### config.mk
export PLATFORM = sky130hd
export DESIGN_NAME = ufc_rx_check
export DESIGN_NICKNAME = d
export VERILOG_FILES = /design/src/ufc_pkg.sv /design/src/ufc_rx_check.sv
export SDC_FILE = /design/constraint.sdc
export NUM_CORES = 1
export LEC_CHECK = 0
export BUFFER_PORTS_ARGS = -buffer_cell sky130_fd_sc_hd__buf_2
export CORE_MARGIN = 3
export CORE_UTILIZATION = 44
export CTS_CLUSTER_SIZE = 30
export DETAILED_ROUTE_END_ITERATION = 10
export PLACE_DENSITY = 0.76
export SLEW_MARGIN = 10
export SYNTH_ARGS = -nofsm -noshare
export SYNTH_HDL_FRONTEND = slang
export SYNTH_SLANG_ARGS = --single-unit
### constraint.sdc
create_clock -name mclk -period 5.87 [get_ports mclk]
set_clock_uncertainty 0.15 [all_clocks]
set_input_delay 0 -clock mclk [delete_from_list [all_inputs] [get_ports mclk]]
set_output_delay 0 -clock mclk [all_outputs]
set_load 0.02 [all_outputs]
### src/ufc_pkg.sv
// Purpose: Shared constants and types for the serial receive checker
// Assumes: AHB-Lite register port, 32-bit words, single clock mclk
// Notes:   Byte addresses are four times the printed register index
package ufc_pkg;

  // Printed register indexes; byte address is index times four
  localparam logic [7:0]  OWN_ADDR_IDX   = 8'hA9;
  localparam logic [7:0]  ADDR_MASK_IDX  = 8'hB9;
  localparam logic [7:0]  SER_CTRL_IDX   = 8'h98;
  localparam logic [7:0]  PWR_CTRL_IDX   = 8'h87;
  localparam logic [7:0]  BAUD_SEL_IDX   = 8'h9B;
  localparam logic [7:0]  IRQ_STAT_IDX   = 8'hF0;
  localparam logic [7:0]  IRQ_EN_IDX     = 8'hF1;
  localparam logic [7:0]  IRQ_CLR_IDX    = 8'hF2;

  localparam logic [7:0]  OWN_ADDR_RST   = 8'h00;
  localparam logic [7:0]  ADDR_MASK_RST  = 8'h00;

  // Serial control field positions
  localparam int SC_B7   = 7;
  localparam int SC_SM1  = 6;
  localparam int SC_MPE  = 5;
  localparam int SC_REN  = 4;
  localparam int SC_RB8  = 2;
  localparam int SC_RI   = 0;
  // Power control: frame check enable
  localparam int PC_FCE  = 6;
  // Baud select fields
  localparam int BS_TX_T2  = 0;
  localparam int BS_RX_T2  = 1;
  localparam int BS_TX_GEN = 2;
  localparam int BS_RX_GEN = 3;
  // Interrupt status bits
  localparam int IRQ_RX  = 0;
  localparam int IRQ_FE  = 1;
  localparam int IRQ_W   = 2;

  typedef enum logic [1:0] {
    UFC_SRC_T1  = 2'h0,
    UFC_SRC_T2  = 2'h1,
    UFC_SRC_GEN = 2'h2
  } ufc_src_t;

  // One received frame as handed over by the shift engine
  typedef struct packed {
    logic       last_data;   // Pulse at last data bit sample
    logic       stop_time;   // Pulse at stop bit sample
    logic [7:0] data;        // Eight data bits
    logic       ninth;       // Ninth bit, modes 2 and 3
    logic       stop_ok;     // Stop bit sampled high
  } ufc_frame_t;

endpackage

### src/ufc_rx_check.sv
// Purpose: Frame error detection, address filtering and baud source select
// Assumes: Shift engine supplies frame events synchronous to mclk
// Notes:   AHB-Lite slave, zero wait states, always OKAY
////////////////////////////////////////////////////////////////////////////
//
// The implementer's own choice: the AHB-Lite register port.
module ufc_rx_check
  import ufc_pkg::*;
(
  input  wire logic        mclk,
  input  wire logic        srst,
  input  wire logic        hsel,
  input  wire logic [31:0] haddr,
  input  wire logic [1:0]  htrans,
  input  wire logic        hwrite,
  input  wire logic [2:0]  hsize,
  input  wire logic [31:0] hwdata,
  input  wire logic        hready,
  output logic      [31:0] hrdata,
  output logic             hreadyout,
  output logic             hresp,
  input  wire ufc_frame_t  rx_frame,
  input  wire logic        tmr1_baud,
  input  wire logic        tmr2_baud,
  input  wire logic        gen_baud,
  output logic             tx_baud_tick,
  output logic             rx_baud_tick,
  output ufc_src_t         tx_src,
  output ufc_src_t         rx_src,
  output logic             rx_data_valid,
  output logic      [7:0]  rx_data,
  output logic             irq
);

  ////////////////////////////////////////////////////////////////////////
  // Registers
  logic [7:0]         own_addr_reg_r;
  logic [7:0]         addr_mask_reg_r;
  logic               mode_bit_zero_r;
  logic               mode_bit_one_r;
  logic               multiproc_enable_r;
  logic               rx_enable_r;
  logic               rx_ninth_bit_r;
  logic               rx_done_flag_r;
  logic               frame_err_flag_r;
  logic               frame_check_enable_r;
  logic [3:0]         baud_sel_r;
  logic [IRQ_W-1:0]   irq_stat_r;
  logic [IRQ_W-1:0]   irq_en_r;
  logic               wr_pend_r;
  logic [7:0]         wr_idx_r;
  logic               rd_pend_r;
  logic [7:0]         rd_idx_r;

  function automatic logic idx_ok(input logic [31:0] a);
    idx_ok = (a[1:0] == 2'h0) && (a[31:10] == 22'h0);
  endfunction

  // Masked compare: only positions with a one in care are compared
  function automatic logic masked_eq(input logic [7:0] a,
                                     input logic [7:0] ref_v,
                                     input logic [7:0] care);
    masked_eq = ((a ^ ref_v) & care) == 8'h00;
  endfunction

  ////////////////////////////////////////////////////////////////////////
  // Bus slave: zero wait, write data taken in the data phase
  logic bus_go;
  assign bus_go    = hsel && hready && htrans[1];
  assign hreadyout = 1'b1;
  assign hresp     = 1'b0;

  always_ff @(posedge mclk) begin
    if (srst) begin
      wr_pend_r <= 1'b0;
      rd_pend_r <= 1'b0;
      wr_idx_r  <= 8'h00;
      rd_idx_r  <= 8'h00;
    end else begin
      wr_pend_r <= bus_go && hwrite && idx_ok(haddr);
      rd_pend_r <= bus_go && !hwrite;
      wr_idx_r  <= haddr[9:2];
      rd_idx_r  <= idx_ok(haddr) ? haddr[9:2] : 8'h00;
    end
  end

  logic wr_sc;
  logic wr_pc;
  logic wr_clr;
  assign wr_sc  = wr_pend_r && (wr_idx_r == SER_CTRL_IDX);
  assign wr_pc  = wr_pend_r && (wr_idx_r == PWR_CTRL_IDX);
  assign wr_clr = wr_pend_r && (wr_idx_r == IRQ_CLR_IDX);

  ////////////////////////////////////////////////////////////////////////
  // Receive decision
  logic [1:0] mode;
  logic       async_mode;
  logic       check_on;
  logic       filter_on;
  logic       ninth_in;
  logic       is_addr;
  logic       match;
  logic       rx_evt;
  logic       accept;
  logic       fe_set;

  assign mode       = {mode_bit_zero_r, mode_bit_one_r};
  assign async_mode = (mode != 2'd0);
  assign check_on   = frame_check_enable_r && async_mode;
  assign filter_on  = multiproc_enable_r && async_mode;
  // Mode 1 uses the stop bit as the ninth bit
  assign ninth_in   = (mode == 2'd1) ? rx_frame.stop_ok
                                     : rx_frame.ninth;
  assign is_addr    = ninth_in;
  assign match      = masked_eq(rx_frame.data, own_addr_reg_r,
                                addr_mask_reg_r)
                   || masked_eq(rx_frame.data,
                                own_addr_reg_r | addr_mask_reg_r,
                                own_addr_reg_r | addr_mask_reg_r);
  // Checking moves the decision point to the stop bit sample
  assign rx_evt     = rx_enable_r &&
                      (check_on ? rx_frame.stop_time
                                : rx_frame.last_data);
  assign accept     = rx_evt && !rx_done_flag_r &&
                      (!filter_on || (is_addr && match &&
                       ((mode != 2'd1) || rx_frame.stop_ok)));
  assign fe_set     = check_on && rx_enable_r && rx_frame.stop_time &&
                      !rx_frame.stop_ok;

  ////////////////////////////////////////////////////////////////////////
  // Serial control and power control
  always_ff @(posedge mclk) begin
    if (srst) begin
      mode_bit_zero_r      <= 1'b0;
      mode_bit_one_r       <= 1'b0;
      multiproc_enable_r   <= 1'b0;
      rx_enable_r          <= 1'b0;
      frame_check_enable_r <= 1'b0;
    end else begin
      if (wr_sc) begin
        if (!frame_check_enable_r)
          mode_bit_zero_r  <= hwdata[SC_B7];
        mode_bit_one_r     <= hwdata[SC_SM1];
        multiproc_enable_r <= hwdata[SC_MPE];
        rx_enable_r        <= hwdata[SC_REN];
      end
      if (wr_pc)
        frame_check_enable_r <= hwdata[PC_FCE];
    end
  end

  // Frame error flag: hardware set wins over software clear
  always_ff @(posedge mclk) begin
    if (srst) begin
      frame_err_flag_r <= 1'b0;
    end else if (fe_set) begin
      frame_err_flag_r <= 1'b1;
    end else if (wr_sc && frame_check_enable_r && !hwdata[SC_B7]) begin
      frame_err_flag_r <= 1'b0;
    end
  end

  // Receive done flag and ninth bit; a held flag blocks overwrite
  always_ff @(posedge mclk) begin
    if (srst) begin
      rx_done_flag_r <= 1'b0;
      rx_ninth_bit_r <= 1'b0;
      rx_data        <= 8'h00;
    end else if (accept) begin
      rx_done_flag_r <= 1'b1;
      rx_ninth_bit_r <= ninth_in;
      rx_data        <= rx_frame.data;
    end else if (wr_sc) begin
      rx_done_flag_r <= hwdata[SC_RI];
      rx_ninth_bit_r <= hwdata[SC_RB8];
    end
  end
  assign rx_data_valid = rx_done_flag_r;

  ////////////////////////////////////////////////////////////////////////
  // Address, mask and baud select registers
  always_ff @(posedge mclk) begin
    if (srst) begin
      own_addr_reg_r  <= OWN_ADDR_RST;
      addr_mask_reg_r <= ADDR_MASK_RST;
      baud_sel_r      <= 4'h0;
    end else if (wr_pend_r) begin
      if (wr_idx_r == OWN_ADDR_IDX)
        own_addr_reg_r <= hwdata[7:0];
      if (wr_idx_r == ADDR_MASK_IDX)
        addr_mask_reg_r <= hwdata[7:0];
      if (wr_idx_r == BAUD_SEL_IDX)
        baud_sel_r <= hwdata[3:0];
    end
  end

  ////////////////////////////////////////////////////////////////////////
  // Baud source selection; tx and rx paths are independent
  function automatic ufc_src_t pick_src(input logic gen_sel,
                                        input logic t2_sel);
    if (gen_sel)
      pick_src = UFC_SRC_GEN;
    else if (t2_sel)
      pick_src = UFC_SRC_T2;
    else
      pick_src = UFC_SRC_T1;
  endfunction

  function automatic logic src_tick(input ufc_src_t s, input logic t1,
                                    input logic t2, input logic g);
    case (s)
      UFC_SRC_GEN: src_tick = g;
      UFC_SRC_T2:  src_tick = t2;
      default:     src_tick = t1;
    endcase
  endfunction

  assign tx_src = pick_src(baud_sel_r[BS_TX_GEN],
                           baud_sel_r[BS_TX_T2]);
  assign rx_src = pick_src(baud_sel_r[BS_RX_GEN],
                           baud_sel_r[BS_RX_T2]);
  assign tx_baud_tick = src_tick(tx_src, tmr1_baud, tmr2_baud, gen_baud);
  assign rx_baud_tick = src_tick(rx_src, tmr1_baud, tmr2_baud, gen_baud);

  ////////////////////////////////////////////////////////////////////////
  // Interrupts: set wins over clear
  always_ff @(posedge mclk) begin
    if (srst) begin
      irq_stat_r <= '0;
      irq_en_r   <= '0;
    end else begin
      irq_stat_r <= (irq_stat_r & ~({IRQ_W{wr_clr}} & hwdata[IRQ_W-1:0]))
                  | {fe_set, accept};
      if (wr_pend_r && (wr_idx_r == IRQ_EN_IDX))
        irq_en_r <= hwdata[IRQ_W-1:0];
    end
  end
  assign irq = |(irq_stat_r & irq_en_r);

  ////////////////////////////////////////////////////////////////////////
  // Read data, decoded combinationally in the data phase from the registered index
  logic [7:0] sc_val;
  assign sc_val = {frame_check_enable_r ? frame_err_flag_r
                                        : mode_bit_zero_r,
                   mode_bit_one_r, multiproc_enable_r, rx_enable_r,
                   1'b0, rx_ninth_bit_r, 1'b0, rx_done_flag_r};

  always_comb begin
    hrdata = 32'h0;
    if (rd_pend_r) begin
      case (rd_idx_r)
        OWN_ADDR_IDX:  hrdata[7:0] = own_addr_reg_r;
        ADDR_MASK_IDX: hrdata[7:0] = addr_mask_reg_r;
        SER_CTRL_IDX:  hrdata[7:0] = sc_val;
        PWR_CTRL_IDX:  hrdata[PC_FCE] = frame_check_enable_r;
        BAUD_SEL_IDX:  hrdata[3:0] = baud_sel_r;
        IRQ_STAT_IDX:  hrdata[IRQ_W-1:0] = irq_stat_r;
        IRQ_EN_IDX:    hrdata[IRQ_W-1:0] = irq_en_r;
        default:       hrdata = 32'h0;
      endcase
    end
  end

  ////////////////////////////////////////////////////////////////////////
  // Checks
  fe_sticky_a: assert property (@(posedge mclk) disable iff (srst)
    frame_err_flag_r && !(wr_sc && !hwdata[SC_B7]) |=> frame_err_flag_r)
    else $error("frame error flag lost");
  fe_set_a: assert property (@(posedge mclk) disable iff (srst)
    fe_set |=> frame_err_flag_r && irq_stat_r[IRQ_FE])
    else $error("bad stop bit not flagged");
  no_check_a: assert property (@(posedge mclk) disable iff (srst)
    (mode == 2'd0) |-> !fe_set)
    else $error("frame check in mode 0");
  ri_time_a: assert property (@(posedge mclk) disable iff (srst)
    check_on && rx_frame.last_data && !rx_frame.stop_time |-> !accept)
    else $error("done raised at data bit");
  filt_a: assert property (@(posedge mclk) disable iff (srst)
    filter_on && accept |-> is_addr && match)
    else $error("unmatched address accepted");
  mode1_a: assert property (@(posedge mclk) disable iff (srst)
    filter_on && (mode == 2'd1) && accept |-> rx_frame.stop_ok)
    else $error("mode 1 accept without stop");
  mode0_a: assert property (@(posedge mclk) disable iff (srst)
    (mode == 2'd0) && rx_evt && !rx_done_flag_r |-> accept)
    else $error("mode 0 filtered");
  reset_a: assert property (@(posedge mclk)
    srst |=> own_addr_reg_r == 8'h00 && addr_mask_reg_r == 8'h00)
    else $error("address regs not cleared");
  tx_src_a: assert property (@(posedge mclk) disable iff (srst)
    baud_sel_r[BS_TX_GEN] |-> tx_baud_tick == gen_baud)
    else $error("tx source wrong");
  rx_src_a: assert property (@(posedge mclk) disable iff (srst)
    !baud_sel_r[BS_RX_GEN] && baud_sel_r[BS_RX_T2]
      |-> rx_baud_tick == tmr2_baud)
    else $error("rx source wrong");

  // Given and broadcast paths checked apart so a dead path shows up
  given_hit_a: assert property (@(posedge mclk) disable iff (srst)
    rx_evt && !rx_done_flag_r && filter_on && is_addr &&
    ((mode != 2'd1) || rx_frame.stop_ok) &&
    (((rx_frame.data ^ own_addr_reg_r) & addr_mask_reg_r) == 8'h00) |-> accept)
    else $error("given address missed");
  bcast_hit_a: assert property (@(posedge mclk) disable iff (srst)
    rx_evt && !rx_done_flag_r && filter_on && is_addr &&
    ((mode != 2'd1) || rx_frame.stop_ok) &&
    ((rx_frame.data | ~(own_addr_reg_r | addr_mask_reg_r)) == 8'hFF)
      |-> accept)
    else $error("broadcast address missed");
  data_drop_a: assert property (@(posedge mclk) disable iff (srst)
    filter_on && (mode != 2'd1) && !rx_frame.ninth |-> !accept)
    else $error("data frame passed filter");
  done_set_a: assert property (@(posedge mclk) disable iff (srst)
    accept |=> rx_done_flag_r && rx_data_valid && irq_stat_r[IRQ_RX])
    else $error("receive done not raised");
  done_late_a: assert property (@(posedge mclk) disable iff (srst)
    check_on && rx_frame.stop_time && rx_enable_r && !rx_done_flag_r &&
    !filter_on |-> accept)
    else $error("done missing at stop bit");
  ninth_cap_a: assert property (@(posedge mclk) disable iff (srst)
    accept && (mode == 2'd1) && !multiproc_enable_r
      |=> rx_ninth_bit_r == $past(rx_frame.stop_ok))
    else $error("stop bit not captured");
  fe_clear_a: assert property (@(posedge mclk) disable iff (srst)
    wr_sc && frame_check_enable_r && !hwdata[SC_B7] && !fe_set
      |=> !frame_err_flag_r)
    else $error("frame error not cleared");
  mode_keep_a: assert property (@(posedge mclk) disable iff (srst)
    wr_sc && frame_check_enable_r
      |=> mode_bit_zero_r == $past(mode_bit_zero_r))
    else $error("mode bit changed by error write");
  fe_read_a: assert property (@(posedge mclk) disable iff (srst)
    rd_pend_r && (rd_idx_r == SER_CTRL_IDX) && frame_check_enable_r
      |-> hrdata[SC_B7] == frame_err_flag_r)
    else $error("bit 7 not showing frame error");
  check_off_a: assert property (@(posedge mclk) disable iff (srst)
    !frame_check_enable_r |-> !fe_set)
    else $error("frame check while disabled");
  tx_t1_a: assert property (@(posedge mclk) disable iff (srst)
    !baud_sel_r[BS_TX_GEN] && !baud_sel_r[BS_TX_T2]
      |-> tx_baud_tick == tmr1_baud)
    else $error("tx timer 1 not used");
  tx_t2_a: assert property (@(posedge mclk) disable iff (srst)
    !baud_sel_r[BS_TX_GEN] && baud_sel_r[BS_TX_T2]
      |-> tx_baud_tick == tmr2_baud)
    else $error("tx timer 2 not used");
  rx_t1_a: assert property (@(posedge mclk) disable iff (srst)
    !baud_sel_r[BS_RX_GEN] && !baud_sel_r[BS_RX_T2]
      |-> rx_baud_tick == tmr1_baud)
    else $error("rx timer 1 not used");
  rx_gen_a: assert property (@(posedge mclk) disable iff (srst)
    baud_sel_r[BS_RX_GEN]
      |-> rx_baud_tick == gen_baud)
    else $error("rx generator not used");
  irq_clr_a: assert property (@(posedge mclk) disable iff (srst)
    wr_clr && hwdata[IRQ_RX] && !accept |=> !irq_stat_r[IRQ_RX])
    else $error("status bit not cleared");

endmodule

==> impl_results.md <==
* Outcome: finished clean
* DRC violation count after routing at 0
* Start point of the worst min-delay path: haddr[16]
* Endpoint kind of the worst setup timing path: register
* Post-synthesis register bit count at 58
* Biggest cell delay along the critical path at approximately 0.59 ns
* Net total in the final layout at 550
* Largest family of logic cells by synthesized area: simple AND/OR/NAND/NOR gates
* Die outline area at about 8000 µm²
* Combinational share of power at 0.092
* Global-route wire length before repair at between 10 and 15 mm
* Required time worst endpoint at around 6.0 ns
* Routability congestion estimate at 0.807
* Maximum number of pins on one net before global-route repair at 60
* Clock-pin slew on the worst setup and hold paths at around 0.080 ns
* Portion of the post-synthesis area used by sequential elements at 0.377
* CTS tree: yes
* Crit-path slowest cell: dlygate4sd3_1
* Type of the worst min-delay path: input pin to register
* Core Area at between 6000 and 7000 µm²
* Average wire per cell in the routed design at around 15 µm
* Vias in the first global route at 2747
* Avg Inst Size Synth at a little over 9 µm²
* Worst slew slack as a fraction of its limit at 0.325
* Level count of the clock H-tree at 3
* Number of diodes at 0
* Floorplan die height at 89.6 µm
* Critical-path maximum fanout at 9
* Total track usage at 0.212
* Share of total power consumed by net switching at 0.260
* Die extent in x at 89.6 µm
* Via-per-instance ratio at between 5 and 6
* Post-place setup slack at ~3.6 ns
* Share of post-route cells with drive strength above 1 at 0.247
* Area contributors post-synth: dfxtp_1 38%, mux2i_1 13%, buf_4 6.8%, nor2_1 5.6%, mux2_2 3.7%
* Post-synthesis share of cell area spent on and, or, nand and nor gates at 0.241
* Critical path arrival at ~3.1 ns
* Depth of the most critical reg-to-reg path at 5
* Multiplexer area fraction after synthesis at 0.175
* Internal power at between 0.6 and 0.7 mW
* Worst setup path startpoint: haddr[30]
* Clock latency on the worst-skew pair at ~0.35 ns
* Primary FF master, synth: dfxtp_1
* DRC marker count from the first detailed-route iteration at around 130
* Shortest period the worst path allows at roughly 3.0 ns
* Cell with the most instances on the worst path: dlygate4sd3_1
* Cell depth of the worst setup path at 9
* Post-route fraction of the period consumed by the critical path at 0.511
* Top Family by Delay on Critical Path: buffers and inverters
* Highest Clock Rate at 333 MHz
* Share of power burned in registers at 0.468
* Share of flip-flops with an asynchronous set or reset after synthesis at 0
* Worst path buffer plus inverter count at 5
* Psw at between 0.2 and 0.25 mW
* Fraction of power consumed by the clock network at 0.441
* Post-cts sizing count at 0
* Syn Inst Count at roughly 340
* Setup tns final at 0 ns
* Max-cap violations at 0
* Netlist area before placement at between 3000 and 4000 µm²
* Max Transition Viols Final at 0
* Number of optimization iterations in the first detailed-route pass at 4
* Post-synthesis to final-layout area growth at 32.7%
* Number of distinct library cells after synthesis at 43
* Setup repair after global routing missed its margin: no
* FF-to-FF Start: frame_check_enable_r
* Pwr Density at between 200 and 250 nW/µm²
* Transition at the pin with the smallest max-transition slack at 1.01 ns
* Number of routed nets with antenna violations at 0
* Yosys synthesis warning count at 0
* Num CTS Buffers at 9
* Clock root buffer: clkbuf_8
* Cells along the critical path: dlygate4sd3_1 > buf_2 > nor4_1 > dlygate4sd3_1 > nand3_1 > dlygate4sd3_1 > nor2_1 > and2_1 > dlygate4sd3_1
* Area share of the leading cell type in the synthesized netlist at 0.377
* Number of endpoints with negative hold slack in the final report at 0
* Count of final setup violators at 0
* Routed via count at between 2k and 3k
* Synthesized-area fraction occupied by ao, oa, aoi and oai cells at 0.0927
* Clk sinks at 58
* Final worst slack at 2.87 ns
* Total routed wirelength at 8.16 mm
* Most frequently used cell type in the post-synthesis netlist: dfxtp_1
* Synth Area in XOR/XNOR at 0.0228
* Share of synthesized cell area in full adder, half adder and majority cells at 0
* Instance count along the most critical hold path at 5
* Static leakage at between 1.5 and 2 nW
* Number of enable-type register cells in the synthesized netlist at 0
* Largest voltage drop on the vdd net at roughly 0.14 mV
* # IOs at roughly 140
* Rows at 29
* Worst setup path class: input pin to register
* List of most frequent post-synthesis cells: 58 x dfxtp_1, 46 x nor2_1, 41 x mux2i_1
* Detailed placer's ending HPWL at ~5.7 mm
* Element type at the critical path start: input pin
* Leftover overflow at the end of global routing at 0
* Initial cell density of the core at 0.469
* Cell type with the largest total area after synthesis: dfxtp_1
* Bufs on Longest Clock Path at 2
* Antenna violations before repair at 0
* Port Buffer Count at 84
logic make-up after synthesis:
family                    count (synthesis)
and+or+nand+nor                         136
DFF                                      58
muxes                                    52
buffers and inverters                    41
AOI/OAI and AO/OA                        39
xor gates and xnor gates                  8
other                                     2
worst register-to-register path, delay by kind of cell, from the launching register on:
| kind | cells | cell delay [ns] |
|---|---|---|
| AOI/OAI and AO/OA | 2 | 0.27 |
| buffers and inverters | 2 | 1.15 |
| DFF | 1 | 0.48 |
| and+or+nand+nor | 1 | 0.36 |
per-stage QoR:
step	util	power, mW	cell area (µm²)	instances	hold WS, ns
final	0.622	0.854	4080	559	0.0196
after detailed placement	0.525	0.469	3450	500	0.0278
after global placement	0.525	0.468	3450	500	0.0234
after floorplan	-	0.453	3170	360	-0.0739
after CTS	0.622	0.864	4080	559	0.00275
after global routing	0.622	0.890	4080	559	0.0329
power by group through the flow:
stage | Combinational [mW] | Sequential, mW | Clock [mW]
after floorplan | 0.0456 | 0.407 | 0
after global placement | 0.0600 | 0.408 | 0
after detailed placement | 0.0612 | 0.408 | 0
after CTS | 0.0768 | 0.399 | 0.388
after global routing | 0.0856 | 0.400 | 0.405
final | 0.0783 | 0.399 | 0.376
worst paths after layout:
path / slack [ns] / endpoint
max: 2.87 / rd_idx_r[0]
min: 0.02 / wr_pend_r
max reg2reg: 3.40 / irq_stat_r[1]
min reg2reg: 0.32 / rx_data[6]
registers in the layout, indices dropped and copies added, names as in the netlist:
| register | flops |
|---|---|
| rd_idx_r | 8 |
| wr_pend_r | 1 |
| frame_check_enable_r | 1 |
| irq_stat_r | 2 |
| multiproc_enable_r | 1 |
| rd_pend_r | 1 |
| frame_err_flag_r | 1 |
| rx_ninth_bit_r | 1 |
| irq_en_r | 2 |
| mode_bit_one_r | 1 |
| rx_data | 8 |
| baud_sel_r | 4 |
| mode_bit_zero_r | 1 |
| rx_data_valid | 1 |
| own_addr_reg_r | 8 |
| addr_mask_reg_r | 8 |
| rx_enable_r | 1 |
| wr_idx_r | 8 |
cell usage in the layout, fill, tap and decap left out, drive strengths merged, types with 3 or more instances in the layout:
master / count
clkinvlp: 3
a22oi: 10
nand4: 3
nor4: 7
dfxtp: 58
buf: 85
o21ai: 8
inv: 4
mux2: 11
o22ai: 4
nor2b: 16
conb: 26
and2: 11
nand3: 4
nor3b: 5
nor2: 46
xor2: 8
and3: 4
nand2: 9
nand2b: 17
clkbuf: 9
mux2i: 41
dlygate4sd3: 43
a21oi: 5
a22o: 3
nand3b: 3
layout make-up:
class / count / area, µm²
clock buffer: 9 / 124
clock inverter: 7 / 78.8
fill: 556 / 2480
inverter: 3 / 11.3
multi-input combinational: 261 / 1730
sequential: 58 / 1160
tap: 93 / 116
timing repair buffer: 128 / 858
timing repair:
action / CTS / global route
setup buffers: 0 / 0
endpoints found under the hold margin: 58 / 0
endpoints found under the setup margin: 0 / 0
hold buffers: 43 / 0
per-layer routing:
| metal | wire length (µm) | vias to the layer above | track usage |
|---|---|---|---|
| met5 | 0 | - | 0 |
| met4 | 150 | 0 | 0.0798 |
| met3 | 593 | 15 | 0.0666 |
| met2 | 4110 | 109 | 0.362 |
| met1 | 3310 | 1345 | 0.247 |
| li1 | - | 1375 | - |
Note: power is estimated with default switching activity, not from simulation.
